File: config.mk
export PLATFORM = sky130hd
export DESIGN_NAME = status_flags
export DESIGN_NICKNAME = d
export VERILOG_FILES = /design/src/design/status_flags_pkg.sv /design/src/design/status_flags.sv
export VERILOG_INCLUDE_DIRS = /design/src /design/src/design
export SDC_FILE = /design/constraint.sdc
export NUM_CORES = 1
export LEC_CHECK = 0
export BUFFER_PORTS_ARGS = -buffer_cell sky130_fd_sc_hd__buf_2
export CORE_MARGIN = 1.5
export CORE_UTILIZATION = 49
export DETAILED_ROUTE_END_ITERATION = 8
export HOLD_SLACK_MARGIN = 0.08
export PLACE_DENSITY = 0.85
export SLEW_MARGIN = 20
export SYNTH_ARGS = -nofsm -noshare
export SYNTH_HDL_FRONTEND = slang
export SYNTH_SLANG_ARGS = --single-unit
export TNS_END_PERCENT = 20
File: constraint.sdc
create_clock -name CLK_I -period 2.2 [get_ports CLK_I]
set_input_delay 0.22 -clock CLK_I [delete_from_list [all_inputs] [get_ports CLK_I]]
set_output_delay 0.22 -clock CLK_I [all_outputs]
set_load 0.1 [all_outputs]
File: src/design/status_flags_defines.svh
// Offsets, bit positions, reset values and codes for the status flag bank.
`ifndef STATUS_FLAGS_DEFINES_SVH
`define STATUS_FLAGS_DEFINES_SVH
`define IDX_DIAG_READY 14'h0526
`define IDX_CONV_READY 14'h0527
`define IDX_COMP_READY 14'h0528
`define IDX_PIN_LEVEL 14'h052A
`define IDX_BALANCING 14'h052B
`define IDX_ENGINE_RUN 14'h052C
`define IDX_CONTROL 14'h052D
`define STATUS_RESET 8'h00
`define CONTROL_RESET 2'h0
`define CTL_PAUSE_REQ 0
`define CTL_FILTER_INJ 1
`define SEL_ROUND_ROBIN 2'h1
`define SEL_SELF_TEST 2'h2
`define MAX_BAL_CELLS 5'h08
`define DG_TEMP_CMP 4
`define DG_VOLT_CMP 3
`define DG_TEMP_ST 2
`define DG_VOLT_ST 1
`define DG_SUPPLY_ST 0
`define CV_CURRENT 4
`define CV_AUX_PIN 3
`define CV_AUX_CELL 2
`define CV_AUX_MISC 1
`define CV_MAIN 0
`define CP_FILTER 5
`define BS_BAD 7
`define BS_OT_SEEN 6
`define BS_PAUSED 5
`define BS_MODULE_BALANCE_RUNNING 4
`define BS_CELL_BALANCE_RUNNING 3
`define BS_ABORT 2
`define BS_MODULE_BALANCE_FINISHED 1
`define BS_CELL_BALANCE_FINISHED 0
`define DV_FACT_CRC 6
`define DV_USER_CRC 5
`define DV_VOLT_ON 3
`define DV_CURRENT_ON 2
`define DV_AUX_ON 1
`define DV_MAIN_ON 0
`endif

File: src/design/status_flags_pkg.sv
// Types shared by the status flag bank and its users.
package status_flags_pkg;
  typedef enum logic [2:0] {
    BAL_IDLE = 3'b001,
    BAL_RUN = 3'b010,
    BAL_PAUSE = 3'b100
  } bal_state_t;
  typedef struct packed {
    logic temp_start;
    logic [1:0] temp_select;
    logic temp_round_done;
    logic temp_selftest_done;
    logic volt_start;
    logic [1:0] volt_select;
    logic volt_round_done;
    logic volt_selftest_done;
    logic volt_selftest_abort;
    logic supply_start;
    logic supply_done;
    logic main_start_bit;
    logic current_meas_done;
    logic aux_start_bit;
    logic aux_pin_done;
    logic aux_cell_done;
    logic aux_misc_done;
    logic main_round_done;
    logic filter_done;
    logic compare_start;
    logic [4:0] compare_done;
    logic factory_checksum_finished;
    logic user_crc_done;
    logic current_on;
    logic aux_on;
    logic main_on;
  } engine_evt_t;
  typedef struct packed {
    logic start;
    logic [15:0] cells;
    logic forbid_adjacent;
    logic overtemp_protect_on;
    logic therm_over;
    logic die_warn;
    logic [7:0] module_timer;
    logic cell_done;
    logic module_done;
    logic fault;
  } balance_in_t;
  typedef struct packed {
    logic [7:0] pin_sync1;
    logic [7:0] pin_sync2;
    logic [7:0] diag;
    logic [7:0] conv;
    logic [7:0] comp;
    logic [7:0] bal;
    logic [7:0] dev;
    logic [1:0] control;
    bal_state_t bal_state;
    logic balance_drive;
    logic main_prev;
    logic aux_prev;
    logic inject_prev;
    logic filter_restart;
    logic volt_off;
    logic ack;
    logic [31:0] dat;
  } state_t;
endpackage

File: src/design/status_flags.sv
// Status flag bank: ready, level, balancing and engine-run flags behind Wishbone.
`timescale 1ns/1ps
`default_nettype none
`include "status_flags_defines.svh"

module status_flags
  import status_flags_pkg::*;
(
  input wire logic CLK_I, // 200 MHz clock.
  input wire logic RST_N_I, // Asynchronous reset, active low.
  input wire logic CYC_I, // Wishbone cycle.
  input wire logic STB_I, // Wishbone strobe.
  input wire logic WE_I, // Wishbone write enable.
  input wire logic [15:0] ADR_I, // Wishbone byte address.
  input wire logic [3:0] SEL_I, // Wishbone byte selects.
  input wire logic [31:0] DAT_I, // Wishbone write data.
  output logic [31:0] DAT_O, // Wishbone read data.
  output logic ACK_O, // Wishbone acknowledge.
  input wire engine_evt_t EVT_I, // Engine start and done events.
  input wire balance_in_t BAL_I, // Balancing settings and events.
  input wire logic [7:0] PIN_LEVEL_I, // Asynchronous pin levels.
  input wire logic [7:0] PIN_DIGITAL_I, // Pins configured as digital.
  output logic BALANCE_ENABLE_O, // Balancing switches may conduct.
  output logic FILTER_RESTART_O, // Pulse: restart filter checks.
  output logic VOLT_COMPARE_OFF_O // Pulse: switch voltage comparators off.
);

  state_t s_q;
  state_t s_d;
  logic req;
  logic [13:0] idx;
  logic main_rise;
  logic aux_rise;
  logic ot_cond;
  logic pause_cond;
  logic bad;

  // Counts cells, then checks adjacent pairs (only when forbid is set) and runs of three in separate passes over the selection.
  function automatic logic bad_setting(input logic [15:0] c, input logic forbid);
    logic [4:0] n;
    logic b;
    n = 5'h00;
    b = 1'b0;
    for (int i = 0; i < 16; i++) begin
      n = n + {4'h0, c[i]};
    end
    if (n > `MAX_BAL_CELLS) begin
      b = 1'b1;
    end
    for (int i = 0; i < 15; i++) begin
      if (forbid && c[i] && c[i+1]) begin
        b = 1'b1;
      end
    end
    for (int i = 0; i < 14; i++) begin
      if (c[i] && c[i+1] && c[i+2]) begin
        b = 1'b1;
      end
    end
    return b;
  endfunction

  assign req = CYC_I && STB_I && !s_q.ack;
  assign idx = ADR_I[15:2];
  assign main_rise = EVT_I.main_start_bit && !s_q.main_prev;
  assign aux_rise = EVT_I.aux_start_bit && !s_q.aux_prev;
  assign ot_cond = (BAL_I.overtemp_protect_on && BAL_I.therm_over) || BAL_I.die_warn;
  assign pause_cond = ot_cond || s_q.control[`CTL_PAUSE_REQ];
  assign bad = bad_setting(BAL_I.cells, BAL_I.forbid_adjacent);

  always_comb begin
    s_d = s_q;
    // The first stage feeds only the second; metastability never reaches logic.
    s_d.pin_sync1 = PIN_LEVEL_I;
    s_d.pin_sync2 = s_q.pin_sync1;
    s_d.main_prev = EVT_I.main_start_bit;
    s_d.aux_prev = EVT_I.aux_start_bit;
    s_d.inject_prev = s_q.control[`CTL_FILTER_INJ];

    // Protection and self-test ready flags; a done event wins over a start.
    if (EVT_I.temp_start && EVT_I.temp_select == `SEL_ROUND_ROBIN) begin
      s_d.diag[`DG_TEMP_CMP] = 1'b0;
    end
    if (EVT_I.temp_start && EVT_I.temp_select == `SEL_SELF_TEST) begin
      s_d.diag[`DG_TEMP_ST] = 1'b0;
    end
    if (EVT_I.volt_start && EVT_I.volt_select == `SEL_ROUND_ROBIN) begin
      s_d.diag[`DG_VOLT_CMP] = 1'b0;
    end
    if (EVT_I.volt_start && EVT_I.volt_select == `SEL_SELF_TEST) begin
      s_d.diag[`DG_VOLT_ST] = 1'b0;
    end
    if (EVT_I.supply_start) begin
      s_d.diag[`DG_SUPPLY_ST] = 1'b0;
    end
    if (EVT_I.temp_round_done) begin
      s_d.diag[`DG_TEMP_CMP] = 1'b1;
    end
    if (EVT_I.temp_selftest_done) begin
      s_d.diag[`DG_TEMP_ST] = 1'b1;
    end
    if (EVT_I.volt_round_done) begin
      s_d.diag[`DG_VOLT_CMP] = 1'b1;
    end
    if (EVT_I.volt_selftest_done) begin
      s_d.diag[`DG_VOLT_ST] = 1'b1;
    end
    if (EVT_I.supply_done) begin
      s_d.diag[`DG_SUPPLY_ST] = 1'b1;
    end

    // Converter ready flags clear on the rising edge of the start bits.
    if (main_rise) begin
      s_d.conv[`CV_CURRENT] = 1'b0;
      s_d.conv[`CV_MAIN] = 1'b0;
    end
    if (aux_rise) begin
      s_d.conv[`CV_AUX_PIN] = 1'b0;
      s_d.conv[`CV_AUX_CELL] = 1'b0;
      s_d.conv[`CV_AUX_MISC] = 1'b0;
    end
    s_d.conv[`CV_CURRENT] = s_d.conv[`CV_CURRENT] | EVT_I.current_meas_done;
    s_d.conv[`CV_AUX_PIN] = s_d.conv[`CV_AUX_PIN] | EVT_I.aux_pin_done;
    s_d.conv[`CV_AUX_CELL] = s_d.conv[`CV_AUX_CELL] | EVT_I.aux_cell_done;
    s_d.conv[`CV_AUX_MISC] = s_d.conv[`CV_AUX_MISC] | EVT_I.aux_misc_done;
    s_d.conv[`CV_MAIN] = s_d.conv[`CV_MAIN] | EVT_I.main_round_done;

    // Injection pulses one restart on its rising edge; while it is held, the filter ready flag stays clear.
    s_d.filter_restart = s_q.control[`CTL_FILTER_INJ] && !s_q.inject_prev;
    if (main_rise || s_q.control[`CTL_FILTER_INJ]) begin
      s_d.comp[`CP_FILTER] = 1'b0;
    end else if (EVT_I.filter_done) begin
      s_d.comp[`CP_FILTER] = 1'b1;
    end
    if (EVT_I.compare_start) begin
      s_d.comp[4:0] = 5'h00;
    end
    s_d.comp[4:0] = s_d.comp[4:0] | EVT_I.compare_done;

    // Engine running flags.
    s_d.dev[`DV_CURRENT_ON] = EVT_I.current_on;
    s_d.dev[`DV_AUX_ON] = EVT_I.aux_on;
    s_d.dev[`DV_MAIN_ON] = EVT_I.main_on;
    s_d.volt_off = s_q.dev[`DV_VOLT_ON] && !s_q.volt_off &&
                   (EVT_I.volt_selftest_done || EVT_I.volt_selftest_abort);
    if (s_q.volt_off) begin
      s_d.dev[`DV_VOLT_ON] = 1'b0;
    end
    if (EVT_I.volt_start && EVT_I.volt_select == `SEL_SELF_TEST) begin
      s_d.dev[`DV_VOLT_ON] = 1'b1;
    end

    // Balancing control and status.
    if (s_q.bal[`BS_CELL_BALANCE_RUNNING] && ot_cond) begin
      s_d.bal[`BS_OT_SEEN] = 1'b1;
    end
    if (BAL_I.module_done && s_q.bal[`BS_MODULE_BALANCE_RUNNING]) begin
      s_d.bal[`BS_MODULE_BALANCE_RUNNING] = 1'b0;
      s_d.bal[`BS_MODULE_BALANCE_FINISHED] = 1'b1;
    end
    case (s_q.bal_state)
      BAL_IDLE: begin
        s_d.bal_state = BAL_IDLE;
      end
      BAL_RUN: begin
        if (BAL_I.fault) begin
          s_d.bal_state = BAL_IDLE;
          s_d.bal[`BS_ABORT] = 1'b1;
          s_d.bal[`BS_MODULE_BALANCE_RUNNING] = 1'b0;
        end else if (BAL_I.cell_done) begin
          s_d.bal_state = BAL_IDLE;
          s_d.bal[`BS_CELL_BALANCE_FINISHED] = 1'b1;
        end else if (pause_cond) begin
          s_d.bal_state = BAL_PAUSE;
        end
      end
      BAL_PAUSE: begin
        // A fault during pause is ignored; abort arms again once running.
        if (BAL_I.cell_done) begin
          s_d.bal_state = BAL_IDLE;
          s_d.bal[`BS_CELL_BALANCE_FINISHED] = 1'b1;
        end else if (!pause_cond) begin
          s_d.bal_state = BAL_RUN;
        end
      end
      default: begin
        s_d.bal_state = BAL_IDLE;
      end
    endcase
    if (BAL_I.start) begin
      s_d.bal[`BS_BAD] = bad;
      s_d.bal[`BS_OT_SEEN] = 1'b0;
      s_d.bal[`BS_ABORT] = 1'b0;
      s_d.bal[`BS_CELL_BALANCE_FINISHED] = 1'b0;
      s_d.bal[`BS_MODULE_BALANCE_FINISHED] = 1'b0;
      s_d.bal[`BS_MODULE_BALANCE_RUNNING] = !bad && (BAL_I.module_timer != 8'h00);
      s_d.bal_state = (!bad && (BAL_I.cells != 16'h0000)) ? BAL_RUN : BAL_IDLE;
    end
    s_d.bal[`BS_CELL_BALANCE_RUNNING] = (s_d.bal_state != BAL_IDLE);
    s_d.bal[`BS_PAUSED] = (s_d.bal_state == BAL_PAUSE);
    s_d.balance_drive = (s_d.bal_state == BAL_RUN);

    // Bus slave: one wait state, ack for one cycle, unmapped reads give zero.
    s_d.ack = req;
    s_d.dat = 32'h0000_0000;
    if (req && WE_I && SEL_I[0] && idx == `IDX_CONTROL) begin
      s_d.control = DAT_I[1:0];
    end
    if (req && !WE_I) begin
      case (idx)
        `IDX_DIAG_READY: s_d.dat = {24'h000000, s_q.diag};
        `IDX_CONV_READY: s_d.dat = {24'h000000, s_q.conv};
        `IDX_COMP_READY: s_d.dat = {24'h000000, s_q.comp};
        `IDX_PIN_LEVEL: s_d.dat = {24'h000000, s_q.pin_sync2 & PIN_DIGITAL_I};
        `IDX_BALANCING: s_d.dat = {24'h000000, s_q.bal};
        `IDX_ENGINE_RUN: s_d.dat = {24'h000000, s_q.dev};
        `IDX_CONTROL: s_d.dat = {30'h00000000, s_q.control};
        default: s_d.dat = 32'h0000_0000;
      endcase
    end
    if (req && !WE_I && idx == `IDX_ENGINE_RUN) begin
      s_d.dev[`DV_FACT_CRC] = 1'b0;
      s_d.dev[`DV_USER_CRC] = 1'b0;
    end
    // Completion arriving with the clearing read is kept.
    s_d.dev[`DV_FACT_CRC] = s_d.dev[`DV_FACT_CRC] | EVT_I.factory_checksum_finished;
    s_d.dev[`DV_USER_CRC] = s_d.dev[`DV_USER_CRC] | EVT_I.user_crc_done;
  end

  always_ff @(posedge CLK_I or negedge RST_N_I) begin
    if (!RST_N_I) begin
      s_q.pin_sync1 <= `STATUS_RESET;
      s_q.pin_sync2 <= `STATUS_RESET;
      s_q.diag <= `STATUS_RESET;
      s_q.conv <= `STATUS_RESET;
      s_q.comp <= `STATUS_RESET;
      s_q.bal <= `STATUS_RESET;
      s_q.dev <= `STATUS_RESET;
      s_q.control <= `CONTROL_RESET;
      s_q.bal_state <= BAL_IDLE;
      s_q.balance_drive <= 1'b0;
      s_q.main_prev <= 1'b0;
      s_q.aux_prev <= 1'b0;
      s_q.inject_prev <= 1'b0;
      s_q.filter_restart <= 1'b0;
      s_q.volt_off <= 1'b0;
      s_q.ack <= 1'b0;
      s_q.dat <= 32'h0000_0000;
    end else begin
      s_q <= s_d;
    end
  end

  assign DAT_O = s_q.dat;
  assign ACK_O = s_q.ack;
  assign BALANCE_ENABLE_O = s_q.balance_drive;
  assign FILTER_RESTART_O = s_q.filter_restart;
  assign VOLT_COMPARE_OFF_O = s_q.volt_off;
endmodule // status_flags
`default_nettype wire

==> results by group <==
Status
  – Run status: finished, violations left
  – Failing checks: setup timing

Setup path
  – Worst reg2reg path startpoint: ACK_O
  – Critical path peak fanout: 6
  – Worst setup SP type: input port
  – Crit path capture type: register
  – Reg2Reg Setup Slack: 0.45 ns
  – Worst Path Arrival: 3.80 ns
  – Crit Path Category: input port to register
  – Crit Reg-Reg Endpoint: DAT_O[7]
  – Worst path required time: about 2.5 ns
  – Cells on worst reg2reg path: 5

Synth
  – Main combinational cell family by area after synthesis: compound AO/OA/AOI/OAI gates
  – Synth area leader: dfrtp_1
  – Post-synth ARST share: 1.00
  – Yosys warns: 0
  – Synth top area share: 0.475
  – Simple-Gate Fraction of Synth Area: 0.135
  – Mapped Area: around 3400 sq um
  – Adder-Cell Fraction of Synth Area: 0.0874
  – Yosys reg bits: 66
  – Post-synthesis mux area share: 0.00950
  – Sequential-to-total area share from yosys stat: 0.483
  – Synth Area in Compound Gates: 0.168
  – Avg Cell Area, Syn: approximately 11 sq um
  – Synth area leaders: dfrtp_1 48%, buf_4 7.0%, fa_1 5.8%, a21o_1 3.9%, inv_1 3.4%
  – Synth unique cells: between 50 and 60
  – Ys flop type: dfrtp_1
  – Gate count after technology mapping: around 320
  – Number of enable flip-flop cells after synthesis: 0
  – Post-synthesis xor/xnor area fraction: 0.00512

Cells and area
  – P&R area growth vs syn: 35.7%
  – Most common cell after layout, fill and taps aside: buf_2
  – Number of antenna diodes: 0
  – Layout Utilization: 0.688
  – Share of cells above drive strength 1: 0.351
  – Fillers: approximately 480
  – Most frequent cells in the layout: 108 x buf_2, 65 x dfrtp_1, 30 x dlygate4sd3_1
  – Layout Nets: roughly 640
  – Finished layout cell area: about 4600 sq um
  – Final Non-Filler Cells: between 500 and 600
  – Area occupied by multi-input gates: 1480 sq um
  – Sequential cell area: 1650 sq um

Timing
  – Max Clk Rate: about 0.28 GHz
  – Hold_ws: between 0.1 and 0.15 ns
  – Fin. max-slew vios: 0
  – Skew final: 0.0102 ns
  – Slew HR: 0.540
  – Min Tclk post-route: between 3 and 4 ns
  – Period utilization: 1.60
  – Worst setup margin: -1.33 ns
  – Worst-Margin Slew: between 0.6 and 0.7 ns
  – Final hold vios: 0
  – RSZ-0062 raised after global routing: yes
  – Final setup violation count: 6

Placed design
  – Final Wtd Congestion: 0.904
  – Placed Cells: about 520
  – I/O Buffers: roughly 110
  – Area after DPL: 4100 sq um
  – HPWL after DPL: between 6000 and 7000 um

Pwr
  – VDD IR-drop max: 0.479 mV
  – Pwr dens: 727 nW/um^2
  – Leak pwr: 2.31 nW

Routing
  – Routed wire length: ~8500 um
  – Post-DR vias/cell: roughly 5.2
  – TritonRoute pass-1 iters: 4
  – Via count: between 2,000 and 3,000
  – Iter 0 DRT Violations: 185
  – DRC: 0
  – DR WL/cell: 14.9 um
  – DRT antenna net count: 0

Floorplanning
  – Die outline height: approximately 87 um
  – Chip Width: 86.6 um
  – Initial Util: 0.507
  – IO Count: around 170
  – Die Footprint: around 7500 sq um
  – Core area: between 6000 and 7000 sq um
  – Rows: 30

Hold path
  – Hold endpoint: s_q[77]
  – Worst Hold Class: input port to register
  – Hold path depth: 2
  – Worst hold start: EVT_I[22]

Clock network
  – Clk Latency, worst-skew pair: around 0.34 ns
  – CTS tree: yes
  – Root buffer cell: clkbuf_8
  – Clock sinks: 66
  – CTS clk-pin slew, worst paths: roughly 0.07 ns
  – Total CTS buffers: 9
  – Max clock buf depth: 2
  – H-tree levels: 3

Global route
  – Gr ovfl total: 0
  – Number of global-route vias before repair: 2,955
  – Initial antenna violation count: 0
  – Pin count of the biggest net entering global routing: about 40
  – First-pass GRT wire length: 13,600 um
  – Tot GR Track Use: 0.240

Job
  – Max_cap viols: 0
## synthesized netlist by cell type (all sizes together) (3+ instances only)
cell and n:
nand2b 6, nor3 5, nand3b 4, nand2 20
a21oi 10, o21ai 17, ha 7, a32o 7
nor4 5, a22o 7, nor2b 3, a21o 19
buf 34, clkbuf 4, nor2 22, fa 10
nand3 3, nand4 3, inv 31, dfrtp 65
a32oi 4
## routing by layer
metal	up-vias	routed length (um)	global-route usage
li1	1394	-	-
met2	135	4480	0.433
met3	18	582	0.0638
met4	0	185	0.0865
met5	-	0	0
met1	1411	3260	0.273
## metrics by stage
| step | power [W] | worst slack (ns) | setup TNS (ns) |
|---|---|---|---|
| 3_5_place_dp | 0.00231 | -1.84 | -10.92 |
| 4_1_cts | 0.00338 | -1.35 | -7.98 |
| 3_3_place_gp | 0.00226 | -1.72 | -10.16 |
| 5_1_grt | 0.00355 | -1.47 | -8.71 |
| 2_1_floorplan | 0.00205 | -1.53 | -9.03 |
| 6_report | 0.00338 | -1.33 | -7.87 |
## area by class of cell
type	instances	share of cell area
clock buffer	14	0.0350
inverter	31	0.0256
tap	80	0.0215
clock inverter	2	0.00754
multi-input combinational	209	0.318
timing repair buffer	168	0.236
sequential	66	0.356
## worst max-delay path: stages
cell and delay [ns]:
buf_6 0.08, inv_4 0.03, fa_1 0.57, fa_1 0.44
fa_1 0.51, fa_1 0.40, inv_1 0.07, ha_2 0.19
inv_2 0.04, fa_2 0.51, nand3b_1 0.12, a2111oi_4 0.30
buf_4 0.19, a22o_1 0.13
## power by group
| group | switching (W) | internal, W |
|---|---|---|
| Combinational | 0.000645 | 0.000407 |
| Sequential | 0.0000380 | 0.00128 |
| Clock | 0.000420 | 0.000585 |
| Total | 0.00110 | 0.00228 |
## flip-flops by register name (all words and copies together), names as in the netlist
register and count:
FILTER_RESTART_O 1, ACK_O 1, s_d 9, s_q 45, DAT_O 8, BALANCE_ENABLE_O 1, VOLT_COMPARE_OFF_O 1
## how the worst max path moves through the flow
stage / startpoint / endpoint / slack (ns) / cells after the start
4_1_cts: BAL_I[26] / BALANCE_ENABLE_O / -1.35 / 14
5_1_grt: BAL_I[26] / BALANCE_ENABLE_O / -1.47 / 15
3_3_place_gp: BAL_I[26] / BALANCE_ENABLE_O / -1.72 / 13
3_5_place_dp: BAL_I[20] / BALANCE_ENABLE_O / -1.84 / 13
2_1_floorplan: BAL_I[26] / BALANCE_ENABLE_O / -1.53 / 12
6_report: BAL_I[20] / BALANCE_ENABLE_O / -1.33 / 14
## timing repair
| item | 4_1_cts | 5_1_grt |
|---|---|---|
| hold buffers | 30 | 0 |
| setup endpoints to repair | 6 | 6 |
| hold endpoints to repair | 55 | 0 |
| setup buffers | 2 | 0 |
| pin swaps | 4 | 2 |
| resized for setup | 3 | 12 |
## cells by family after synthesis
kind of cell	Yosys count
mux	3
other cells	1
flops	66
simple gates	85
xor+xnor	2
compound gates	77
buf+inv	69
fa+ha+maj	18
Note: power is estimated with default switching activity, not from simulation.
